===== config.mk =====
export PLATFORM = sky130hd
export DESIGN_NAME = adcseq_sequencer
export DESIGN_NICKNAME = d
export VERILOG_FILES = /design/src/hdl/adcseq_prescaler.v /design/src/hdl/adcseq_sequencer.v
export VERILOG_INCLUDE_DIRS = /design/src /design/src/common
export SDC_FILE = /design/constraint.sdc
export NUM_CORES = 1
export LEC_CHECK = 0
export ABC_AREA = 1
export BUFFER_PORTS_ARGS = -buffer_cell sky130_fd_sc_hd__buf_4
export CAP_MARGIN = 40
export CORE_ASPECT_RATIO = 1.2
export CORE_UTILIZATION = 55
export CTS_CLUSTER_DIAMETER = 50
export CTS_CLUSTER_SIZE = 16
export DETAILED_ROUTE_END_ITERATION = 6
export PLACE_DENSITY = 0.83
export SYNTH_ARGS = -nofsm -noshare
export SYNTH_HDL_FRONTEND = slang
export SYNTH_HIERARCHICAL = 1
export SYNTH_SLANG_ARGS = --single-unit

===== constraint.sdc =====
create_clock -name clock -period 3.85 [get_ports clock]
set_input_delay 0.77 -clock clock [delete_from_list [all_inputs] [get_ports clock]]
set_output_delay 0.77 -clock clock [all_outputs]
set_load 0.005 [all_outputs]

===== src/common/adcseq_regs.vh =====
// register map, field positions and timing counts of the conversion sequencer
`ifndef ADCSEQ_REGS_VH
`define ADCSEQ_REGS_VH
// ------------------------------------------------------------
// register byte addresses
// ------------------------------------------------------------
`define ADCSEQ_ADDR_SELECT 12'h000
`define ADCSEQ_ADDR_CONTROL 12'h004
`define ADCSEQ_ADDR_RESULT 12'h008
`define ADCSEQ_ADDR_STATUS 12'h00C
`define ADCSEQ_ADDR_MASK 12'h010
`define ADCSEQ_ADDR_SAMPLE 12'h014
// ------------------------------------------------------------
// select register fields
// ------------------------------------------------------------
`define ADCSEQ_REF_HI 7
`define ADCSEQ_REF_LO 6
`define ADCSEQ_LADJ_BIT 5
`define ADCSEQ_CHAN_HI 4
`define ADCSEQ_SELECT_RESET 8'h00
// reference select encodings
`define ADCSEQ_REF_EXTERNAL 2'h0
`define ADCSEQ_REF_SUPPLY 2'h1
`define ADCSEQ_REF_RESERVED 2'h2
`define ADCSEQ_REF_INTERNAL 2'h3
// ------------------------------------------------------------
// control register fields
// ------------------------------------------------------------
`define ADCSEQ_EN_BIT 7
`define ADCSEQ_START_BIT 6
`define ADCSEQ_AUTO_BIT 5
`define ADCSEQ_DIFF_BIT 4
`define ADCSEQ_PRESC_HI 2
// status and mask: bit 0 is conversion complete
`define ADCSEQ_DONE_BIT 0
// ------------------------------------------------------------
// conversion lengths in adc clock cycles
// ------------------------------------------------------------
`define ADCSEQ_CYC_NORMAL 5'd13
`define ADCSEQ_CYC_SYNC 5'd14
`define ADCSEQ_CYC_FIRST 5'd25
// gain stage settling, in microseconds and in system clocks at 25 MHz
`define ADCSEQ_SETTLE_US 125
`define ADCSEQ_CLK_MHZ 25
`define ADCSEQ_SETTLE_CYC (`ADCSEQ_SETTLE_US * `ADCSEQ_CLK_MHZ)
`endif


===== src/hdl/adcseq_prescaler.v =====
// adc clock prescaler giving one-cycle adc tick pulses and the half-rate clock
`timescale 1ns/100ps
module adcseq_prescaler (
   input wire clock, // system clock
   input wire rst, // synchronous reset, active high
   input wire clkEn, // freezes state while low
   input wire clear, // restarts the division from zero
   input wire [2:0] divSel, // division is two to the power divSel, min 2
   output reg adcTick, // one-cycle pulse per adc clock edge
   output reg halfRate // toggles on each adc tick
);
   reg [7:0] count; // free running divider

   // ------------------------------------------------------------
   // divider
   // ------------------------------------------------------------
   // tick at terminal count of the selected power of two
   function isTerminal;
      input [7:0] c;
      input [2:0] s;
      reg [7:0] m;
      begin
         m = (s == 3'd0) ? 8'h01 : ((8'h01 << s) - 8'h01);
         isTerminal = ((c & m) == m);
      end
   endfunction

   always @(posedge clock) begin
      if (rst) begin
         count <= 8'h00;
         adcTick <= 1'b0;
         halfRate <= 1'b0;
      end else if (clkEn) begin
         if (clear) begin
            // restart keeps the gain clock from a known phase
            count <= 8'h00;
            adcTick <= 1'b0;
            halfRate <= 1'b0;
         end else begin
            count <= count + 8'h01;
            adcTick <= isTerminal(count, divSel);
            if (isTerminal(count, divSel)) begin
               halfRate <= ~halfRate;
            end
         end
      end
   end
endmodule // adcseq_prescaler


===== src/hdl/adcseq_sequencer.v =====
// conversion sequencer with apb registers, selection buffering and interrupt
//
// The implementer's own choices: the register addresses and the APB register port.
`timescale 1ns/100ps
`include "adcseq_regs.vh"
module adcseq_sequencer (
   input wire clock, // system clock, 25 MHz
   input wire rst, // synchronous reset, active high
   input wire clkEn, // freezes all state while low
   input wire psel, // apb select
   input wire penable, // apb access phase
   input wire pwrite, // apb direction, high for write
   input wire [11:0] paddr, // apb byte address
   input wire [31:0] pwdata, // apb write data
   output reg [31:0] prdata, // apb read data
   output reg pready, // apb ready
   output reg pslverr, // apb error for unmapped address
   input wire autoTrigger, // auto trigger source
   input wire [9:0] sampleCode, // code from the analog comparator array
   output reg [4:0] activeChannel, // channel driving the multiplexer
   output reg [1:0] activeReference, // reference actually applied
   output reg internalRefOn, // internal reference powered
   output reg sampling, // conversion in progress
   output reg irq // level interrupt
);
   // ------------------------------------------------------------
   // states
   // ------------------------------------------------------------
   localparam [2:0] ST_IDLE = 3'b001; // waiting for a start
   localparam [2:0] ST_ARM = 3'b010; // start seen, waiting for adc edge
   localparam [2:0] ST_CONV = 3'b100; // converting

   reg [2:0] state; // one-hot state
   reg [7:0] selectBuf; // software visible select register
   reg [7:0] ctrl; // control register, start bit kept apart
   reg startPend; // start requested and busy indication
   reg freshEnable; // next conversion is the initialising one
   reg [4:0] cycLeft; // adc cycles remaining
   reg [9:0] result; // last converted code
   reg statusDone; // sticky completion status
   reg maskDone; // completion interrupt mask
   reg autoPrev; // previous auto trigger level
   reg presClear; // prescaler restart request
   reg isAutoConv; // current conversion began automatically
   reg [15:0] settleCnt; // gain stage settle timer
   wire adcTick; // adc clock edge pulse
   wire halfRate; // half-rate gain clock
   wire accessW; // write access completing
   wire accessR; // read access completing
   wire autoEdge; // rising edge of trigger source
   wire enabled; // converter enabled
   wire freeRun; // free running via auto enable without source
   reg [15:0] resultWord; // adjusted result

   assign accessW = psel & penable & pwrite & pready;
   assign accessR = psel & penable & ~pwrite & pready;
   assign enabled = ctrl[`ADCSEQ_EN_BIT];
   assign autoEdge = autoTrigger & ~autoPrev;
   // auto bit set on a software started run means free running
   assign freeRun = ctrl[`ADCSEQ_AUTO_BIT] & ~isAutoConv;

   // ------------------------------------------------------------
   // address decode
   // ------------------------------------------------------------
   function isMapped;
      input [11:0] a;
      begin
         isMapped = (a == `ADCSEQ_ADDR_SELECT) ||
            (a == `ADCSEQ_ADDR_CONTROL) || (a == `ADCSEQ_ADDR_RESULT) ||
            (a == `ADCSEQ_ADDR_STATUS) || (a == `ADCSEQ_ADDR_MASK) ||
            (a == `ADCSEQ_ADDR_SAMPLE);
      end
   endfunction

   // ------------------------------------------------------------
   // result placement
   // ------------------------------------------------------------
   // adjust is applied at read time so changing it acts at once
   always @* begin
      if (selectBuf[`ADCSEQ_LADJ_BIT]) begin
         resultWord = {result, 6'b00_0000};
      end else begin
         resultWord = {6'b00_0000, result};
      end
   end

   // ------------------------------------------------------------
   // prescaler
   // ------------------------------------------------------------
   adcseq_prescaler uPresc (
      .clock(clock),
      .rst(rst),
      .clkEn(clkEn),
      .clear(presClear),
      .divSel(ctrl[`ADCSEQ_PRESC_HI:0]),
      .adcTick(adcTick),
      .halfRate(halfRate)
   );

   // ------------------------------------------------------------
   // apb slave: no wait states, so pready rises in the first access cycle
   // ------------------------------------------------------------
   always @(posedge clock) begin
      if (rst) begin
         pready <= 1'b0;
         prdata <= 32'h0000_0000;
         pslverr <= 1'b0;
      end else if (clkEn) begin
         if (psel & ~penable) begin
            pready <= 1'b1;
            pslverr <= ~isMapped(paddr);
            case (paddr)
               `ADCSEQ_ADDR_SELECT: prdata <= {24'h00_0000, selectBuf};
               `ADCSEQ_ADDR_CONTROL: prdata <= {24'h00_0000, ctrl[7],
                  startPend, ctrl[5:0]};
               `ADCSEQ_ADDR_RESULT: prdata <= {16'h0000, resultWord};
               `ADCSEQ_ADDR_STATUS: prdata <= {31'h0000_0000, statusDone};
               `ADCSEQ_ADDR_MASK: prdata <= {31'h0000_0000, maskDone};
               `ADCSEQ_ADDR_SAMPLE: prdata <= {22'h00_0000, sampleCode};
               default: prdata <= 32'h0000_0000;
            endcase
         end else begin
            pready <= 1'b0;
            pslverr <= 1'b0;
         end
      end
   end

   // ------------------------------------------------------------
   // software registers
   // ------------------------------------------------------------
   always @(posedge clock) begin
      if (rst) begin
         selectBuf <= `ADCSEQ_SELECT_RESET;
         ctrl <= 8'h00;
         maskDone <= 1'b0;
      end else if (clkEn && accessW) begin
         case (paddr)
            `ADCSEQ_ADDR_SELECT: selectBuf <= pwdata[7:0];
            `ADCSEQ_ADDR_CONTROL: ctrl <= {pwdata[7], 1'b0, pwdata[5:0]};
            `ADCSEQ_ADDR_MASK: maskDone <= pwdata[`ADCSEQ_DONE_BIT];
            default: ctrl <= ctrl;
         endcase
      end
   end

   // ------------------------------------------------------------
   // conversion sequencer
   // ------------------------------------------------------------
   always @(posedge clock) begin
      if (rst) begin
         state <= ST_IDLE;
         startPend <= 1'b0;
         freshEnable <= 1'b1;
         cycLeft <= 5'd0;
         result <= 10'h000;
         statusDone <= 1'b0;
         autoPrev <= 1'b0;
         presClear <= 1'b0;
         isAutoConv <= 1'b0;
         activeChannel <= 5'd0;
         activeReference <= `ADCSEQ_REF_EXTERNAL;
         internalRefOn <= 1'b0;
         sampling <= 1'b0;
         irq <= 1'b0;
      end else if (clkEn) begin
         autoPrev <= autoTrigger;
         presClear <= 1'b0;
         irq <= statusDone & maskDone;
         // selection follows the buffer unless a conversion holds it
         if (state != ST_CONV || cycLeft == 5'd1) begin
            activeChannel <= selectBuf[`ADCSEQ_CHAN_HI:0];
            activeReference <= selectBuf[7:6];
         end
         // reserved code keeps the internal reference off
         internalRefOn <= (activeReference == `ADCSEQ_REF_INTERNAL);
         // status clears by writing one, but a new completion wins
         if (accessW && paddr == `ADCSEQ_ADDR_STATUS &&
               pwdata[`ADCSEQ_DONE_BIT]) begin
            statusDone <= 1'b0;
         end
         if (accessW && paddr == `ADCSEQ_ADDR_CONTROL &&
               pwdata[`ADCSEQ_START_BIT] && pwdata[`ADCSEQ_EN_BIT]) begin
            startPend <= 1'b1;
         end
         if (!enabled) begin
            freshEnable <= 1'b1;
         end
         case (state)
            ST_IDLE: begin
               sampling <= 1'b0;
               if (enabled && ctrl[`ADCSEQ_AUTO_BIT] && autoEdge) begin
                  presClear <= 1'b1;
                  startPend <= 1'b1;
                  isAutoConv <= 1'b1;
                  state <= ST_ARM;
               end else if (startPend && enabled) begin
                  isAutoConv <= 1'b0;
                  state <= ST_ARM;
               end
            end
            ST_ARM: begin
               // begin on the next adc clock edge
               if (!enabled) begin
                  startPend <= 1'b0;
                  state <= ST_IDLE;
               end else if (adcTick && !presClear) begin
                  // a tick seen while the prescaler restarts is stale,
                  // so an auto start waits for the restarted divider
                  sampling <= 1'b1;
                  state <= ST_CONV;
                  freshEnable <= 1'b0;
                  if (freshEnable) begin
                     cycLeft <= `ADCSEQ_CYC_FIRST;
                  end else if (ctrl[`ADCSEQ_DIFF_BIT] && halfRate) begin
                     cycLeft <= `ADCSEQ_CYC_SYNC;
                  end else begin
                     cycLeft <= `ADCSEQ_CYC_NORMAL;
                  end
               end
            end
            ST_CONV: begin
               if (!enabled) begin
                  // disabling aborts the conversion with no result
                  startPend <= 1'b0;
                  sampling <= 1'b0;
                  state <= ST_IDLE;
               end else if (adcTick) begin
                  if (cycLeft == 5'd1) begin
                     result <= sampleCode;
                     statusDone <= 1'b1;
                     if (freeRun) begin
                        // free running restart, gain clock now high
                        cycLeft <= ctrl[`ADCSEQ_DIFF_BIT] ?
                           `ADCSEQ_CYC_SYNC : `ADCSEQ_CYC_NORMAL;
                     end else begin
                        startPend <= 1'b0;
                        sampling <= 1'b0;
                        state <= ST_IDLE;
                     end
                  end else begin
                     cycLeft <= cycLeft - 5'd1;
                  end
               end
            end
            default: state <= ST_IDLE;
         endcase
      end
   end
endmodule // adcseq_sequencer


# Word-level counts from Yosys, hierarchy flattened
# Cells that the tools add are included.
# W data, S select, Z words.
dict set report op_classes {
  add_sub_neg 3
  eq_ne 22
  n_shift 1
  n_mux 56
  n_bitwise 13
  n_reduce_logical 35
}
# op count
set ops {}
lappend ops {{$pmux W16 S6} 1}
lappend ops {{$mux W5} 7}
lappend ops {{$mux W1} 31}
lappend ops {{$eq A12 B4 Y1 const B} 2}
lappend ops {{$eq A12 B5 Y1 const B} 2}
lappend ops {{$mux W3} 8}
lappend ops {{$ne A3 B3 Y1 const B} 6}
lappend ops {{$mux W16} 1}
lappend ops {{$mux W8} 2}
lappend ops {{$reduce_and A7 Y1} 2}
lappend ops {{$eq A12 B3 Y1 const B} 1}
lappend ops {{$logic_not A12 Y1} 1}
lappend ops {{$reduce_and A2 Y1} 6}
lappend ops {{$logic_and A1 B1 Y1} 11}
lappend ops {{$pmux W5 S2} 1}
lappend ops {{$pmux W3 S3} 1}
lappend ops {{$add A8 B1 Y8 const B} 1}
lappend ops {{$and A8 B8 Y8} 1}
lappend ops {{$eq A8 B8 Y1} 1}
lappend ops {{$shl A1 B3 Y8 const A} 1}
lappend ops {{$sub A8 B1 Y8 const B} 1}
lappend ops {{$and A1 B1 Y1} 7}
lappend ops {{$logic_or A1 B1 Y1} 6}
lappend ops {{$ne A2 B2 Y1 const B} 3}
lappend ops {{other kinds (18)} 26}
dict set report totals {
  ff_bits 94
  output_inout_bits 44
  wordCells 153
}

# Logic depth before layout (Yosys ltp)
# Gate-level depths: netlist (run 1).
dict set report logic_depth {
  depth_word 12
  ltp_mapped 12
  mapped_depth_nobuf 12
}

# Cells and area by module
# The synthesis (run 1) kept the hierarchy.
# module n_inst cells_each area_per_inst_um2 seq_area_each_um2
set modules_own_cells {}
lappend modules_own_cells {adcseq_sequencer 1 497 3454.6 1361.3}
lappend modules_own_cells {adcseq_prescaler 1 69 456.7 180.2}

# Least setup slack after synthesis (run 1)
# OpenSTA, ideal clock, no wires.
dict set report synth_timing {
  path_type {input to register}
  start {in paddr[11]}
  end {reg selectBuf[5]}
  arrival_time_ns 1.620
  required_ns 3.726
  path_slack_ns 2.105
  stages 7
  n_path_buf 1
  path_cell_list {nor2_1 -> nand2_2 -> nor2_8 -> nand3_2 -> buf_2 -> o21ai_1 -> a21oi_1}
}
dict set report synth_via {
  elab_chain_len 2
}
# element line
set synth_lines {}
lappend synth_lines {{start, declared} adcseq_sequencer.v:13} ;# input wire [11:0] paddr,
lappend synth_lines {{$logic_not A12 Y1} adcseq_sequencer.v:138} ;# case (paddr)
lappend synth_lines {{$reduce_and A2 Y1 (no line)} -}
lappend synth_lines {{end signal, assigned} adcseq_sequencer.v:134} ;# selectBuf <= `ADCSEQ_SELECT_RESET;
lappend synth_lines {{end signal, assigned} adcseq_sequencer.v:139} ;# `ADCSEQ_ADDR_SELECT: selectBuf <= pwdata[7:0];
lappend synth_lines {{end, declared} adcseq_sequencer.v:34} ;# reg [7:0] selectBuf;
# No other way between the ends.
# A chain may end at the register's enable or synchronous reset.

# Worst setup path in the final report (run 1)
dict set report layout_timing {
  start {in psel}
  end {reg prdata[0]}
}
dict set report layout_via {
  elab_chain_len 2
}
# element line
set layout_lines {}
lappend layout_lines {{start, declared} adcseq_sequencer.v:10} ;# input wire psel,
lappend layout_lines {{$and A1 B1 Y1} adcseq_sequencer.v:109} ;# if (psel & ~penable) begin
lappend layout_lines {{$reduce_and A2 Y1 (no line)} -}
lappend layout_lines {{end signal, assigned} adcseq_sequencer.v:113} ;# `ADCSEQ_ADDR_SELECT: prdata <= {24'h00_0000, selectBuf};
lappend layout_lines {{end signal, assigned} adcseq_sequencer.v:114} ;# `ADCSEQ_ADDR_CONTROL: prdata <= {24'h00_0000, ctrl[7],
lappend layout_lines {{end signal, assigned} adcseq_sequencer.v:116} ;# `ADCSEQ_ADDR_RESULT: prdata <= {16'h0000, resultWord};
lappend layout_lines {{end, declared} adcseq_sequencer.v:15} ;# output reg [31:0] prdata,
# No other way between the ends.

==> qor.yml, run 1 <==
slew_viol_final: 0
overflow: 0
fin_ws_ns: 1.88
p_clk_share_pct: 42.2
tightestPinTransition_ns: 0.706
ys_ff_latch: 77
post_drt_wl_per_cell_microns: 13.8
initial_core_util_pct: 57.1
dr.first_iter.drc_count: 220
ctsHoldBuffers: 0
syn-instance-count: 566
min_path_type: "reg -> reg"
maxCapViolations: 0
dp.cells: 698
yosys-top-cells-count: "nand2_1, dfxtp_1, a21oi_1"
hpwl_mm: 7.01
leakage_nw: 2.06
antenna_found_initial: 0
postCtsSetupBuffers: 0
diodes: 0
power_frac_comb_pct: 11.4
clk_pin_slew_ns: 0.08
stdcell_count: 713
p_sw_mw: 0.438
synth_cell_type_count: 33
cts_made_buffers: 9
crit_type: "in -> reg"
power.density_nw_per_um2: 388
drive_above_1_share_pct: 17.6
finalCritPeriodShare_pct: 51.1
max_freq_ghz: 0.509
die_y_microns: 94.4
max-clock-path-buffers: 2
setup_viol: 0
yosysTopAreaCellShare_pct: 39.4
die-area_sq_um: 7450
avgSynthCellArea_sq_um: 6.91
p_int_mw: 1.36
num_rows: 33
firstDrtPassIters: 5
synth_ff_type: "dfxtp_1"
numPortBuffers: 64
synthTopCellsByArea: "dfxtp_1, nand2_1, a21oi_1, nand3_1, inv_1"
arrival_ns: 2.21
ys_seq_area_share_pct: 39.4
fillCellCount: 588
outcome: "completed"
vias_per_cell: 5.57
power.total_mw: 1.79
drcViolationCount: 0
cts-root-buf: "clkbuf_8"
grt_start_max_net_pins: 35
startpoint_type: "input pin"
vias: 3974
cts_tree: "done"
preCtsSetupSlack_ns: 1.53
ys_warn_count: 6
grt_pass1_wl_mm: 16.2
grt_pass1_vias: 3798
cp_max_fo: 19
yosysTopAreaCell: "dfxtp_1"
postRouteWirelength_mm: 9.86
critPathRequiredTime_ns: 4.09
period_needed_ns: 1.97
nNetsFinal: 686
finClkSkew_ns: 0.00955
pin_count: 105
syn_to_final_growth_pct: 18.1
clk_latency_ns: 0.35
coreArea_sq_um: 6850
cts_resized: 0
yosysMostFrequentCell: "nand2_1"
clkSinkCount: 77
power_frac_seq_pct: 46.4
relSlewSlack_pct: 52.8
track_usage_pct: 27.9
place.gp.congestion: 0.926
ir_drop_mv: 0.199
rsz0062_at_grt: "no"
endpoint_kind: "flip-flop"
p_sw_share_pct: 24.4
drtAntennaViolNets: 0
syn_area_sq_um: 3910
synth_edf_count: 0
cts_max_level: 3
async_flop_share_pct: 0
finalHoldViolations: 0
dieWidth_microns: 79.0
fin_tns_setup_ns: 0
## cell usage in the layout (no fill, tap or decap), types with 6 or more instances in the layout
master / n
a211oi_1: 6
a21oi_1: 65
buf_4: 64
clkbuf_8: 11
conb_1: 16
dfxtp_1: 77
inv_1: 54
inv_2: 10
nand2_1: 119
nand3_1: 47
nand4_1: 9
nor2_1: 53
nor3_1: 7
o21ai_0: 37
o21ai_1: 14
## cells by family (layout without fill, tap and decap cells)
family | count (synthesis) | in the layout | synth area share, %
and+or+nand+nor | 256 | 256 | 30.4
AOI/OAI and AO/OA | 126 | 126 | 16.8
buffers and inverters | 100 | 145 | 11.7
DFF | 77 | 77 | 39.4
adders and majority gates | 3 | 3 | 0.960
xor gates and xnor gates | 3 | 3 | 0.672
other | 1 | 16 | 0.0959
## worst max-delay path: stages
cell and delay (ns):
buf_4 0.11, inv_1 0.10, nor2_1 0.05, nand2_1 0.52
inv_1 0.35, o21ai_0 0.25, a21oi_1 0.05
## sequential cells by signal, indices dropped and copies added (netlist names), 3 cells and up
name           cells
result            10
cycLeft            5
state              3
selectBuf          8
ctrl               7
uPresc/count       7
prdata            16
activeChannel      5
## stage by stage
step	area [sq um]	hold WS, ns	utilization [%]
detailed placement	4370	0.450	63.8
global route	4620	0.479	67.4
finish	4620	0.464	67.4
floorplan	3970	0.424	-
global placement	4340	0.439	63.4
CTS	4620	0.460	67.4
## power by group through the flow
stage	logic (mW)	registers, mW	clock network (mW)
4_1_cts	0.203	0.831	0.762
3_5_place_dp	0.201	0.850	0
2_1_floorplan	0.139	0.848	0
5_1_grt	0.227	0.834	0.790
3_3_place_gp	0.192	0.849	0
6_report	0.204	0.832	0.758
## final timing paths
path,to,slack [ns],start,cells after the start
worst max-delay path,prdata[0],1.88,psel,7
worst max register to register,result[9],1.97,cycLeft[1],8
worst min register to register,ctrl[3],0.46,ctrl[3],2
worst min-delay path,ctrl[3],0.46,ctrl[3],2
## area by class of cell
type | count | area, sq um | area share, %
clock buffer | 11 | 151 | 3.28
clock inverter | 4 | 95.1 | 2.06
inverter | 65 | 244 | 5.28
multi-input combinational | 404 | 1970 | 42.6
sequential | 77 | 1540 | 33.4
tap | 87 | 109 | 2.36
timing repair buffer | 65 | 508 | 11.0
## layer usage
metal / wire length, microns / GRT usage, % / vias to the layer above / share of wire (%)
li1: - / - / 1939 / -
met1: 3940 / 30.8 / 1833 / 40
met2: 4940 / 50.1 / 162 / 50
met5: 0 / 0 / - / 0
met3: 566 / 3.57 / 40 / 5.7
met4: 408 / 18.0 / 0 / 4.1
Power figures use the tool's default switching activity.
==> run 2: changes to the inputs <==
- CORE_UTILIZATION: 55 -> 53
- PLACE_DENSITY: 0.83 -> 0.8
- clock period: 3.85 -> 2 ns (I/O delays scaled with it)
==> run 2 against run 1 <==
Effect of this change: cell count rose by 1.5%; combinational power increased by 94%; final area increased by 1.0%; die area increased by 3.7%; sequential share of layout area is 0.34 points lower; register-to-register slack lost 1.7 ns; clock skew fell by 0.0025 ns; critical path depth is 1 higher; count of clock-buffer cells in the layout is 1 lower; setup slack got worse by 1.7 ns; global-route usage fell by 1.2 points; sequential power rose by 92%.
==> qor.yml, run 2 (same netlist as run 1, synthesis figures left out) <==
fin_ws_ns: 0.231
drtAntennaViolNets: 0
overflow: 0
leakage_nw: 2.09
drcViolationCount: 0
cts-root-buf: "clkbuf_8"
outcome: "completed"
cp_slowest_stage_delay_ns: 0.30
max_freq_ghz: 0.565
slew_viol_final: 0
finClkSkew_ns: 0.00706
critPathRequiredTime_ns: 2.28
pin_count: 105
arrival_ns: 2.05
postCtsSetupBuffers: 0
clk_latency_ns: 0.35
clk_pin_slew_ns: 0.08
finalCritPeriodShare_pct: 88.4
vias: 3855
die_y_microns: 96.1
regMostFlops: "prdata"
final_util_pct: 66.9
nNetsFinal: 696
largest_reg_flops: 16
drive_above_1_share_pct: 18.8
final_common_cell: "nand2_1"
critical_path.cell_chain: "inv_1 > ha_1 > nand2_1 > nor2_1 > nand4_2 > inv_1 > o21ai_0 > a21oi_1"
p_clk_share_pct: 41.3
p_sw_mw: 0.849
cpMaxStageDelayCell: "dfxtp_1"
cts_max_level: 3
cp_max_fo: 9
hpwl_mm: 7.11
diodes: 0
fin_tns_setup_ns: 0
dieWidth_microns: 80.4
period_needed_ns: 1.77
firstDrtPassIters: 5
die-area_sq_um: 7730
cts_made_buffers: 9
fillCellCount: 600
track_usage_pct: 26.7
endpoint_kind: "flip-flop"
grt_pass1_vias: 3553
grt_pass1_wl_mm: 15.8
power.density_nw_per_um2: 729
antenna_found_initial: 0
multi_input_area_sq_um: 1970
min_path_type: "in -> reg"
post_drt_wl_per_cell_microns: 13.1
place.gp.congestion: 0.899
max-clock-path-buffers: 2
final_cell_mix: "nand2_1, dfxtp_1, buf_4, a21oi_1, inv_1"
numPortBuffers: 64
dr.first_iter.drc_count: 278
setup_viol: 0
ir_drop_mv: 0.391
preCtsSetupSlack_ns: 0.264
p_int_mw: 2.55
num_rows: 33
ff_latch_area_sq_um: 1540
cts_resized: 0
crit_top_cell: "inv_1"
ctsHoldBuffers: 0
largestRegisters: "prdata (16), result (10), selectBuf (8)"
p_sw_share_pct: 25.0
coreArea_sq_um: 6980
vias_per_cell: 5.32
crit_type: "reg -> reg"
power_frac_comb_pct: 11.6
startpoint_type: "flip-flop"
cts_tree: "done"
syn_to_final_growth_pct: 19.3
finalHoldViolations: 0
power_frac_seq_pct: 47.1
rsz0062_at_grt: "no"
maxCapViolations: 0
postRouteWirelength_mm: 9.49
power.total_mw: 3.40
initial_core_util_pct: 56.1
clkSinkCount: 77
grt_start_max_net_pins: 36
==> run 2: area by class of cell <==
| class | count | share of cell area, % |
|---|---|---|
| sequential | 77 | 33.0 |
| multi-input combinational | 404 | 42.2 |
| timing repair buffer | 75 | 12.1 |
| tap | 87 | 2.33 |
| inverter | 65 | 5.23 |
| clock buffer | 10 | 2.74 |
| clock inverter | 6 | 2.39 |
==> run 2: critical path: cells and delay by family, from the launching register on <==
| family | cells | cell delay (ns) |
|---|---|---|
| AOI/OAI and AO/OA | 2 | 0.25 |
| and+or+nand+nor | 3 | 0.60 |
| DFF | 1 | 0.30 |
| buffers and inverters | 2 | 0.37 |
| adders and majority gates | 1 | 0.18 |
==> run 2: power by group through the flow <==
stage	Combinational (mW)	Clock (mW)	Sequential [mW]
CTS	0.390	1.43	1.60
floorplan	0.267	0	1.63
global placement	0.379	0	1.63
finish	0.395	1.41	1.60
global route	0.450	1.49	1.61
detailed placement	0.388	0	1.64
==> run 2: stage by stage <==
stage / hold WS [ns] / instance area (sq um) / cells
2_1_floorplan: 0.424 / 3970 / 581
3_3_place_gp: 0.441 / 4430 / 708
3_5_place_dp: 0.450 / 4430 / 708
4_1_cts: 0.260 / 4670 / 724
5_1_grt: 0.276 / 4670 / 724
6_report: 0.273 / 4670 / 724
==> run 2: path summary, 6_finish.rpt <==
kind / start / end / slack, ns / cells after the start
worst max-delay path: cycLeft[1] / result[8] / 0.23 / 8
worst min-delay path: rst / cycLeft[1] / 0.27 / 2
worst max register to register: cycLeft[1] / result[8] / 0.23 / 8
worst min register to register: ctrl[3] / ctrl[3] / 0.47 / 2
==> run 2: layer usage <==
| layer | vias up | GRT usage (%) | routed length [microns] |
|---|---|---|---|
| met2 | 149 | 46.7 | 4770 |
| met5 | - | 0 | 0 |
| met4 | 0 | 12.4 | 250 |
| li1 | 1950 | - | - |
| met3 | 21 | 4.74 | 563 |
| met1 | 1735 | 31.7 | 3910 |
